### config.mk
export PLATFORM = sky130hd
export DESIGN_NAME = power_mode_wake_control
export DESIGN_NICKNAME = d
export VERILOG_FILES = /design/src/core/pwr_mode_pkg.sv /design/src/core/ext_pin_qual.sv /design/src/core/power_mode_wake_control.sv
export SDC_FILE = /design/constraint.sdc
export NUM_CORES = 1
export LEC_CHECK = 0
export BUFFER_PORTS_ARGS = -buffer_cell sky130_fd_sc_hd__buf_2
export CELL_PAD_IN_SITES_DETAIL_PLACEMENT = 0
export CELL_PAD_IN_SITES_GLOBAL_PLACEMENT = 1
export CORE_MARGIN = 4
export CORE_UTILIZATION = 44
export CTS_CLUSTER_DIAMETER = 40
export DETAILED_ROUTE_END_ITERATION = 8
export GPL_TIMING_DRIVEN = 1
export PLACE_DENSITY_LB_ADDON = 0.08
export SYNTH_ARGS = -nofsm -noshare
export SYNTH_HDL_FRONTEND = slang
export SYNTH_SLANG_ARGS = --single-unit
### constraint.sdc
create_clock -name clk -period 3 [get_ports clk]
set_clock_uncertainty 0.1 [all_clocks]
set_input_delay 0 -clock clk [delete_from_list [all_inputs] [get_ports clk]]
set_output_delay 0 -clock clk [all_outputs]
set_load 0.02 [all_outputs]
### src/core/pwr_mode_pkg.sv
package pwr_mode_pkg;

  // Pin pulse must stay active this many clocks to count
  localparam logic [3:0] QUAL_LEN = 4'h8;
  // Rising edges of the new oscillator before its gate opens
  localparam logic [1:0] SWITCH_EDGES = 2'h2;
  // Last hold count; the system reset output is held this many clocks plus one
  localparam logic [2:0] RESET_HOLD = 3'h4;
  // Program counter restart address
  localparam logic [15:0] RESET_VECTOR = 16'h0000;
  // Field positions in the power and slow oscillator control regs
  localparam int IDLE_POS = 0;
  localparam int STOP_POS = 1;
  localparam int CMODE_POS = 0;
  localparam logic [1:0] POWER_CONTROL_REG_RESET = 2'h0;
  localparam logic CMODE_RESET = 1'b0;

  typedef enum logic [1:0] {
    MODE_ACTIVE,
    MODE_IDLE,
    MODE_STOP,
    MODE_RESET
  } pmode_t;

  // Requests from the processor core, same clock
  typedef struct packed {
    logic inst_done;
    logic power_control_reg_wr;
    logic [1:0] power_control_reg_wdata;
    logic xcon_wr;
    logic xcon_wdata;
    logic return_from_interrupt;
    logic periph_irq;
  } core_req_t;

  // External interrupt setup from timer control and enable regs
  typedef struct packed {
    logic [1:0] trigger_type;
    logic [1:0] irq_enable;
    logic global_enable;
    logic [1:0] irq_ack;
  } ext_cfg_t;

  // State of one pin qualifier
  typedef struct packed {
    logic s1;
    logic s2;
    logic [3:0] cnt;
    logic qual;
    logic flag;
    logic req;
  } pin_state_t;

  // State of the mode controller
  typedef struct packed {
    pmode_t mode;
    logic [1:0] power_control_reg;
    logic cmode;
    logic woke;
    logic [2:0] rst_cnt;
    logic sys_reset;
    logic pc_load;
    logic resume_next;
    logic core_en;
    logic periph_en;
    logic adc_en;
    logic main_gate;
    logic slow_gate;
    logic [1:0] sw_cnt;
    logic adc_s1;
    logic adc_s2;
    logic rr_s1;
    logic rr_s2;
    logic mo_s1;
    logic mo_s2;
    logic mo_s3;
    logic so_s1;
    logic so_s2;
    logic so_s3;
  } ctl_state_t;

endpackage

### src/core/ext_pin_qual.sv
`timescale 1ns/1ps
module ext_pin_qual import pwr_mode_pkg::*; (
  input wire logic clk,
  input wire logic rst_b,
  input wire logic pin_b,
  input wire logic edge_mode,
  input wire logic ack,
  output logic req_r
);

  pin_state_t s_r;
  pin_state_t s_nxt;

  // Sync first, then count active clocks, then level or edge
  always_comb begin
    s_nxt = s_r;
    s_nxt.s1 = pin_b;
    s_nxt.s2 = s_r.s1;
    if (s_r.s2) begin
      s_nxt.cnt = 4'h0;
    end else if (s_r.cnt != QUAL_LEN) begin
      s_nxt.cnt = s_r.cnt + 4'h1;
    end
    s_nxt.qual = (s_nxt.cnt == QUAL_LEN);
    // Set beats ack so a new edge is never lost
    if (s_nxt.qual && !s_r.qual) begin
      s_nxt.flag = 1'b1;
    end else if (ack) begin
      s_nxt.flag = 1'b0;
    end
    s_nxt.req = edge_mode ? s_nxt.flag : s_nxt.qual;
  end

  always_ff @(posedge clk or negedge rst_b) begin
    if (!rst_b) begin
      s_r <= '0;
      // Syncs start at the pulled-up idle level, so no false activity
      s_r.s1 <= 1'b1;
      s_r.s2 <= 1'b1;
    end else begin
      s_r <= s_nxt;
    end
  end

  assign req_r = s_r.req;
endmodule

### src/core/power_mode_wake_control.sv
`timescale 1ns/1ps
// What this block does
// - Idle stops core after instruction, peripherals run
// - Enabled interrupt clears idle bit and wakes
// - Return-from-interrupt resumes after idle instruction
// - Reset in low power resets, restarts 0x0000
// - Stop gates core and peripheral clocks, ADC not
// - ADC threshold raises reset during power-down
// - Stop bit leaves oscillators untouched
// - Only reset ends power-down, never interrupts
// - Two external pins, per-pin level/edge select
// - Enabled pin pulse over 8 clocks recognised
// - Pins wake idle but not power-down
// - Mode bit selects main or slow oscillator
// - Power reg bit0 idle, bit1 stop, reset 0
// - Glitch-free switch within 2-3 new periods
// - Clock mode bit 0, resets to main
module power_mode_wake_control import pwr_mode_pkg::*; (
  input wire logic clk,
  input wire logic rst_b,
  input wire core_req_t core_req,
  input wire ext_cfg_t ext_cfg,
  input wire logic [1:0] ext_irq_pin_b,
  input wire logic adc_over_threshold,
  input wire logic reset_request,
  input wire logic main_osc_lvl,
  input wire logic slow_osc_lvl,
  output logic idle_select_bit_r,
  output logic stop_select_bit_r,
  output logic clock_mode_select_r,
  output logic core_clk_en_r,
  output logic periph_clk_en_r,
  output logic adc_clk_en_r,
  output logic main_clk_gate_r,
  output logic slow_clk_gate_r,
  output logic sys_reset_r,
  output logic pc_load_r,
  output logic [15:0] pc_value_r,
  output logic resume_next_r,
  output logic [1:0] ext_irq_req_r
);

  ctl_state_t s_r;
  ctl_state_t s_nxt;
  logic [1:0] pin_req;
  logic wake_irq;
  logic ext_wake;
  logic rst_cond;
  logic mo_rise;
  logic mo_fall;
  logic so_rise;
  logic so_fall;

  // One qualifier per external interrupt pin
  genvar g;
  generate
    for (g = 0; g < 2; g++) begin : g_pin
      ext_pin_qual u_qual (
        .clk(clk),
        .rst_b(rst_b),
        .pin_b(ext_irq_pin_b[g]),
        .edge_mode(ext_cfg.trigger_type[g]),
        .ack(ext_cfg.irq_ack[g]),
        .req_r(pin_req[g])
      );
    end
  endgenerate

  // Wake and reset causes
  assign ext_wake = ext_cfg.global_enable &&
                    |(pin_req & ext_cfg.irq_enable);
  assign wake_irq = ext_wake || core_req.periph_irq;
  assign rst_cond = s_r.rr_s2 ||
                    (s_r.mode == MODE_STOP && s_r.adc_s2);
  assign mo_rise = s_r.mo_s2 && !s_r.mo_s3;
  assign mo_fall = !s_r.mo_s2 && s_r.mo_s3;
  assign so_rise = s_r.so_s2 && !s_r.so_s3;
  assign so_fall = !s_r.so_s2 && s_r.so_s3;

  always_comb begin
    s_nxt = s_r;
    s_nxt.pc_load = 1'b0;
    s_nxt.resume_next = 1'b0;
    s_nxt.adc_en = 1'b1;
    // Two-flop syncs for inputs from other domains
    s_nxt.adc_s1 = adc_over_threshold;
    s_nxt.adc_s2 = s_r.adc_s1;
    s_nxt.rr_s1 = reset_request;
    s_nxt.rr_s2 = s_r.rr_s1;
    s_nxt.mo_s1 = main_osc_lvl;
    s_nxt.mo_s2 = s_r.mo_s1;
    s_nxt.mo_s3 = s_r.mo_s2;
    s_nxt.so_s1 = slow_osc_lvl;
    s_nxt.so_s2 = s_r.so_s1;
    s_nxt.so_s3 = s_r.so_s2;

    // Register writes from the core
    if (core_req.power_control_reg_wr) begin
      s_nxt.power_control_reg = core_req.power_control_reg_wdata;
    end
    if (core_req.xcon_wr) begin
      s_nxt.cmode = core_req.xcon_wdata;
    end
    if (core_req.return_from_interrupt && s_r.woke) begin
      s_nxt.resume_next = 1'b1;
      s_nxt.woke = 1'b0;
    end

    // Mode sequencing; oscillator gates are left to the switch below
    case (s_r.mode)
      MODE_ACTIVE: begin
        s_nxt.core_en = 1'b1;
        s_nxt.periph_en = 1'b1;
        if (rst_cond) begin
          s_nxt.mode = MODE_RESET;
        end else if (core_req.inst_done && s_nxt.power_control_reg[STOP_POS]) begin
          s_nxt.mode = MODE_STOP;
          s_nxt.core_en = 1'b0;
          s_nxt.periph_en = 1'b0;
        end else if (core_req.inst_done && s_nxt.power_control_reg[IDLE_POS]) begin
          s_nxt.mode = MODE_IDLE;
          s_nxt.core_en = 1'b0;
        end
      end
      MODE_IDLE: begin
        if (rst_cond) begin
          s_nxt.mode = MODE_RESET;
        end else if (wake_irq) begin
          s_nxt.mode = MODE_ACTIVE;
          s_nxt.power_control_reg[IDLE_POS] = 1'b0;
          s_nxt.core_en = 1'b1;
          s_nxt.woke = 1'b1;
        end
      end
      MODE_STOP: begin
        // Interrupts and pins are ignored here on purpose
        if (rst_cond) begin
          s_nxt.mode = MODE_RESET;
        end
      end
      MODE_RESET: begin
        s_nxt.core_en = 1'b0;
        s_nxt.periph_en = 1'b0;
        s_nxt.power_control_reg = POWER_CONTROL_REG_RESET;
        s_nxt.cmode = CMODE_RESET;
        s_nxt.woke = 1'b0;
        if (rst_cond) begin
          s_nxt.rst_cnt = 3'h0;
        end else if (s_r.rst_cnt != RESET_HOLD) begin
          s_nxt.rst_cnt = s_r.rst_cnt + 3'h1;
        end else begin
          s_nxt.mode = MODE_ACTIVE;
          s_nxt.pc_load = 1'b1;
          s_nxt.rst_cnt = 3'h0;
        end
      end
      default: begin
        s_nxt.mode = MODE_RESET;
      end
    endcase
    s_nxt.sys_reset = (s_nxt.mode == MODE_RESET);

    // Break-before-make switch: old gate drops on its low phase,
    // new gate opens after two new rising edges
    if (s_r.cmode) begin
      if (s_r.main_gate) begin
        if (mo_fall) begin
          s_nxt.main_gate = 1'b0;
          s_nxt.sw_cnt = 2'h0;
        end
      end else if (!s_r.slow_gate && so_rise) begin
        s_nxt.sw_cnt = s_r.sw_cnt + 2'h1;
        s_nxt.slow_gate = (s_nxt.sw_cnt == SWITCH_EDGES);
      end
    end else begin
      if (s_r.slow_gate) begin
        if (so_fall) begin
          s_nxt.slow_gate = 1'b0;
          s_nxt.sw_cnt = 2'h0;
        end
      end else if (!s_r.main_gate && mo_rise) begin
        s_nxt.sw_cnt = s_r.sw_cnt + 2'h1;
        s_nxt.main_gate = (s_nxt.sw_cnt == SWITCH_EDGES);
      end
    end
    // A reversed switch must count its own two edges afresh
    if (s_nxt.cmode != s_r.cmode) begin
      s_nxt.sw_cnt = 2'h0;
    end
  end

  always_ff @(posedge clk or negedge rst_b) begin
    if (!rst_b) begin
      s_r <= '0;
      s_r.mode <= MODE_ACTIVE;
      s_r.core_en <= 1'b1;
      s_r.periph_en <= 1'b1;
      s_r.adc_en <= 1'b1;
      s_r.main_gate <= 1'b1;
    end else begin
      s_r <= s_nxt;
    end
  end

  // Ext requests registered toward the core
  always_ff @(posedge clk or negedge rst_b) begin
    if (!rst_b) begin
      ext_irq_req_r <= 2'h0;
    end else begin
      ext_irq_req_r <= pin_req;
    end
  end

  assign idle_select_bit_r = s_r.power_control_reg[IDLE_POS];
  assign stop_select_bit_r = s_r.power_control_reg[STOP_POS];
  assign clock_mode_select_r = s_r.cmode;
  assign core_clk_en_r = s_r.core_en;
  assign periph_clk_en_r = s_r.periph_en;
  assign adc_clk_en_r = s_r.adc_en;
  assign main_clk_gate_r = s_r.main_gate;
  assign slow_clk_gate_r = s_r.slow_gate;
  assign sys_reset_r = s_r.sys_reset;
  assign pc_load_r = s_r.pc_load;
  assign pc_value_r = RESET_VECTOR;
  assign resume_next_r = s_r.resume_next;
endmodule

-- Word-level counts from Yosys, hierarchy flattened
Index checks and enable logic that the tools add are counted.
- logic and storage cells: 151
- register bits: 48
- output and inout bits: 29
- bits of input ports: 23
- $add $sub $neg: 4
- bitwise gates (word level): 1
- muxes and demuxes: 58
- reductions and logical operators: 33
- equal/unequal tests: 19
- operators by type and width (kind ; number):
    2-bit two-way mux ; 15
    1-bit two-way mux ; 29
    4-bit two-way mux ; 5
    1-bit logical AND ; 13
    3-bit two-way mux ; 4
    4-bit by 1-bit adder with 4-bit output (second input constant) ; 2
    2-bit equality test (second input constant) ; 4
    4-bit equality test (second input constant) ; 2
    1-bit zero test ; 8
    4-bit by 2-bit != test with 1-bit output (second input constant) ; 2
    4-bit != test (second input constant) ; 2
    2-bit one-hot mux with 4 select lines ; 1
    2-bit != test (second input constant) ; 3
    1-bit one-hot mux with 2 select lines ; 3
    2-bit by 1-bit != test with 1-bit output (second input constant) ; 2
    4-bit by 1-bit != test with 1-bit output (second input constant) ; 1
    2-bit AND reduction ; 2
    4-bit AND reduction ; 1
    2-bit nonzero test ; 2
    4-bit nonzero test ; 1
    3-bit by 1-bit adder with 3-bit output (second input constant) ; 1
    3-bit != test (second input constant) ; 1
    1-bit one-hot mux with 3 select lines ; 1
    3-bit AND reduction ; 1
    other kinds (8) ; 9

-- Longest topological paths before layout
- word-level depth: 8
- mapped depth: 7
- gate-level depth less buffers: 7

-- Cells and area by module
From an unflattened synthesis, not the netlist that was laid out.
- cells, all modules: 220
- area total of the unflattened synthesis: 2387.3 um2
- modules (own cells, without submodules) (module ; area an instance (um2) ; cells an instance ; times used ; sequential area each (um2)):
    power_mode_wake_control ; 1536.5 ; 146 ; 1 ; 754.5
    ext_pin_qual ; 425.4 ; 37 ; 2 ; 227.7

-- Worst setup path before layout
OpenSTA, ideal clock, no wires.
- kind: register to register
- start: register s_r[27] (netlist name)
- end: register s_r (netlist bit sys_reset_r)
- buffers on the path: 0
- data arrival time: 1516 ps
- period minus slack after synthesis: 1736 ps
- stages on the path, launching flop included: 8
- required time: 2780 ps
- library setup time: 120 ps
- slack: 1264 ps
- cells stage by stage: dfrtp_1 -> inv_1 -> ha_1 -> a21oi_4 -> a31oi_1 -> a21oi_1 -> a22oi_1 -> and3b_1
- RTL lines (element ; RTL line ; source):
    start, declared ; power_mode_wake_control.sv:43 ; ctl_state_t s_r;
    start signal, assigned ; power_mode_wake_control.sv:201 ; s_r <= s_nxt;

==> metrics <==
CTS Buf Count=5; Final Cycle Share=72.7%; Storage cell area=1210 um^2; Setup TNS=0 ps; post-CTS resize count=0; clock sinks=48; layout cells sized above 1=19.2%; yosys warns=0; Multi-input gate area=877 um^2; die area=6310 um^2; CTS tree=yes; initial antenna violation count=0; Clock Path Buffers=2; Min-Delay Endpoint=s_r[27]; Final Max Tran Viols=0; Hold Startpoint=core_req[0]; Initial Utilization=46.6%; drt wl/cell=11.7 um; area grow syn2layout=20.1%; crit path kind=reg -> reg; drt total wl=3880 um; Reg clk slew, reported paths=80 ps; vias in the first global route=1517; via count=1533; worst vdd ir=0.000304 V; Die Y=79.4 um; critical register-to-register path startpoint=clock_mode_select_r; number of synthesized flops with an enable pin=0; Synth async-reset ratio=100%; top_reg_cell synth=dfrtp_1; core area=4820 um^2; DRC=0; GRT overflow=0; Hold WC Path Type=in -> reg; register area share after synthesis=53.9%; ANT nets after route=0; leading cell type in the layout, fill and taps excluded=dfrtp_1; global placer's final weighted congestion=0.868; outcome=completed; first-pass iteration count of the detailed router=4; Final #Nets=299; Register-to-Register Path Depth=6; Max Clock Freq=459 MHz; Clk Latency, worst-skew pair=290 ps; Final Hold Violating Endpoints=0; Final Cell Area=2700 um^2; crit path time final=2180 ps; die width=79.4 um; worst slew pin tran=1010 ps; critical path startpoint category=flop; Syn Inst Count=207; # diodes=0; I/O pins=52; CTS Root Cell=clkbuf_8; H-tree depth=2; Reg-to-Reg End=s_r[10]; Fill cells=429; Cell Area, Placed=2420 um^2; r2r setup slk=820 ps; Worst Hold Depth=4; static leakage=1.34 nW; Tot Pwr=1.93 mW; Syn Area/Cell=10.8 um^2; DRT iter0 DRCs=49; relative slew slack=32.4%; worst path arrival time=2260 ps; Mapped Area=2240 um^2; critical path endpoint category=flop; commonest non-fill, non-tap cells in the layout=dfrtp_1 (41), buf_2 (34), inv_1 (22); RSZ-0062 raised after global routing=false; power per cell area=714 nW/um^2; DPL Wire Length=2750 um; Critical Path Fanout Max=8; standard-cell rows=25; All-Layer GR Usage=13.6%; Port Buffers=34; pin count of the biggest net entering global routing=49; Post-CTS Setup Inserts=0; Vias/cell=4.62; first-pass GRT wire length=6670 um; final core occ=55.9%; final setup vio count=0; WP data required=3080 ps; register bit count reported by yosys=48; Max Cap Viol=0; synth unique cells=44
-- cell usage after synthesis (2+ instances only) --
master / count / area (um^2)
dfrtp_1: 41 / 1030
inv_1: 22 / 82.6
buf_4: 17 / 128
nor2_1: 13 / 48.8
ha_1: 12 / 150
nand2_1: 8 / 30.0
a21oi_1: 7 / 35.0
dfstp_2: 7 / 184
o21ai_1: 7 / 35.0
nand3b_1: 6 / 45.0
a21o_1: 5 / 37.5
a31oi_1: 5 / 31.3
nand2b_1: 5 / 31.3
nand3_1: 5 / 25.0
nor2b_1: 4 / 25.0
and2_1: 3 / 18.8
mux2i_1: 3 / 30.0
o21ai_0: 3 / 15.0
conb_1: 2 / 7.51
mux2_1: 2 / 22.5
nor3_1: 2 / 10.0
nor4_1: 2 / 12.5
o211ai_1: 2 / 15.0
o22ai_1: 2 / 12.5
xnor2_1: 2 / 17.5
xor2_1: 2 / 17.5
-- power breakdown --
part           total (mW)  switching (mW)  internal (mW)
Clock               0.366           0.202          0.164
Sequential          0.869          0.0986          0.770
Combinational       0.691           0.398          0.292
Total                1.93           0.699           1.23
-- worst max path at each step --
stage | start | endpoint | depth (start not counted)
2_1_floorplan | s_r[27] | sys_reset_r | 7
3_3_place_gp | s_r[27] | s_r[10] | 5
3_5_place_dp | s_r[27] | s_r[10] | 5
4_1_cts | clock_mode_select_r | s_r[10] | 6
5_1_grt | clock_mode_select_r | s_r[10] | 6
6_report | clock_mode_select_r | s_r[10] | 6
-- critical path: stages, from the launching register on --
cell and delay, ps:
dfrtp_1 480, mux2i_1 100, dlygate4sd3_1 580, nor2_2 140
nor4_1 70, a31oi_1 250, mux2_1 350
-- logic make-up after synthesis --
family | after synthesis | synth area share [%]
flip-flops | 48 | 53.9
adder cells (fa/ha/maj) | 12 | 6.69
AND/OR/NAND/NOR | 54 | 13.0
multiplexers | 6 | 2.84
AO/OA/AOI/OAI | 41 | 12.2
buffers and inverters | 40 | 9.53
other | 2 | 0.335
XOR/XNOR | 4 | 1.56
-- what timing repair did --
| action | 4_1_cts | 5_1_grt |
|---|---|---|
| hold buffers | 19 | 0 |
| endpoints found under the hold margin | 57 | 0 |
| setup endpoints to repair | 0 | 0 |
-- state kept, by name, indices dropped and copies added, names as in the netlist, 2 cells and up --
signal / count
g_pin.u_qual.s_nxt: 2
g_pin.u_qual.s_r: 14
g_pin.u_qual.req_r: 2
ext_irq_req_r: 2
s_nxt: 6
s_r: 12
-- layout make-up --
class / instances / share of cell area [%]
Clock buffer: 7 / 2.83
Timing Repair Buffer: 53 / 13.4
Inverter: 22 / 3.06
Clock inverter: 1 / 0.186
Tap cell: 67 / 3.11
Sequential cell: 48 / 44.9
Multi-Input combinational cell: 134 / 32.5
-- metrics by stage --
step / instances / hold slack (ps) / setup slack (ps)
floorplan: 222 / -396 / 1260
global placement: 305 / 5.60 / 1090
detailed placement: 305 / 8.85 / 1030
CTS: 332 / 94.9 / 808
global route: 332 / 130 / 706
finish: 332 / 95.5 / 820
-- per-layer routing --
layer / share of wire, % / vias up / global-route usage (%)
met5: 0 / - / 0
met4: 1.6 / 0 / 5.15
li1: - / 779 / -
met3: 5.3 / 5 / 3.72
met1: 46 / 702 / 16.7
met2: 47 / 47 / 22.8
No activity file was read; power rests on OpenSTA's default activity.
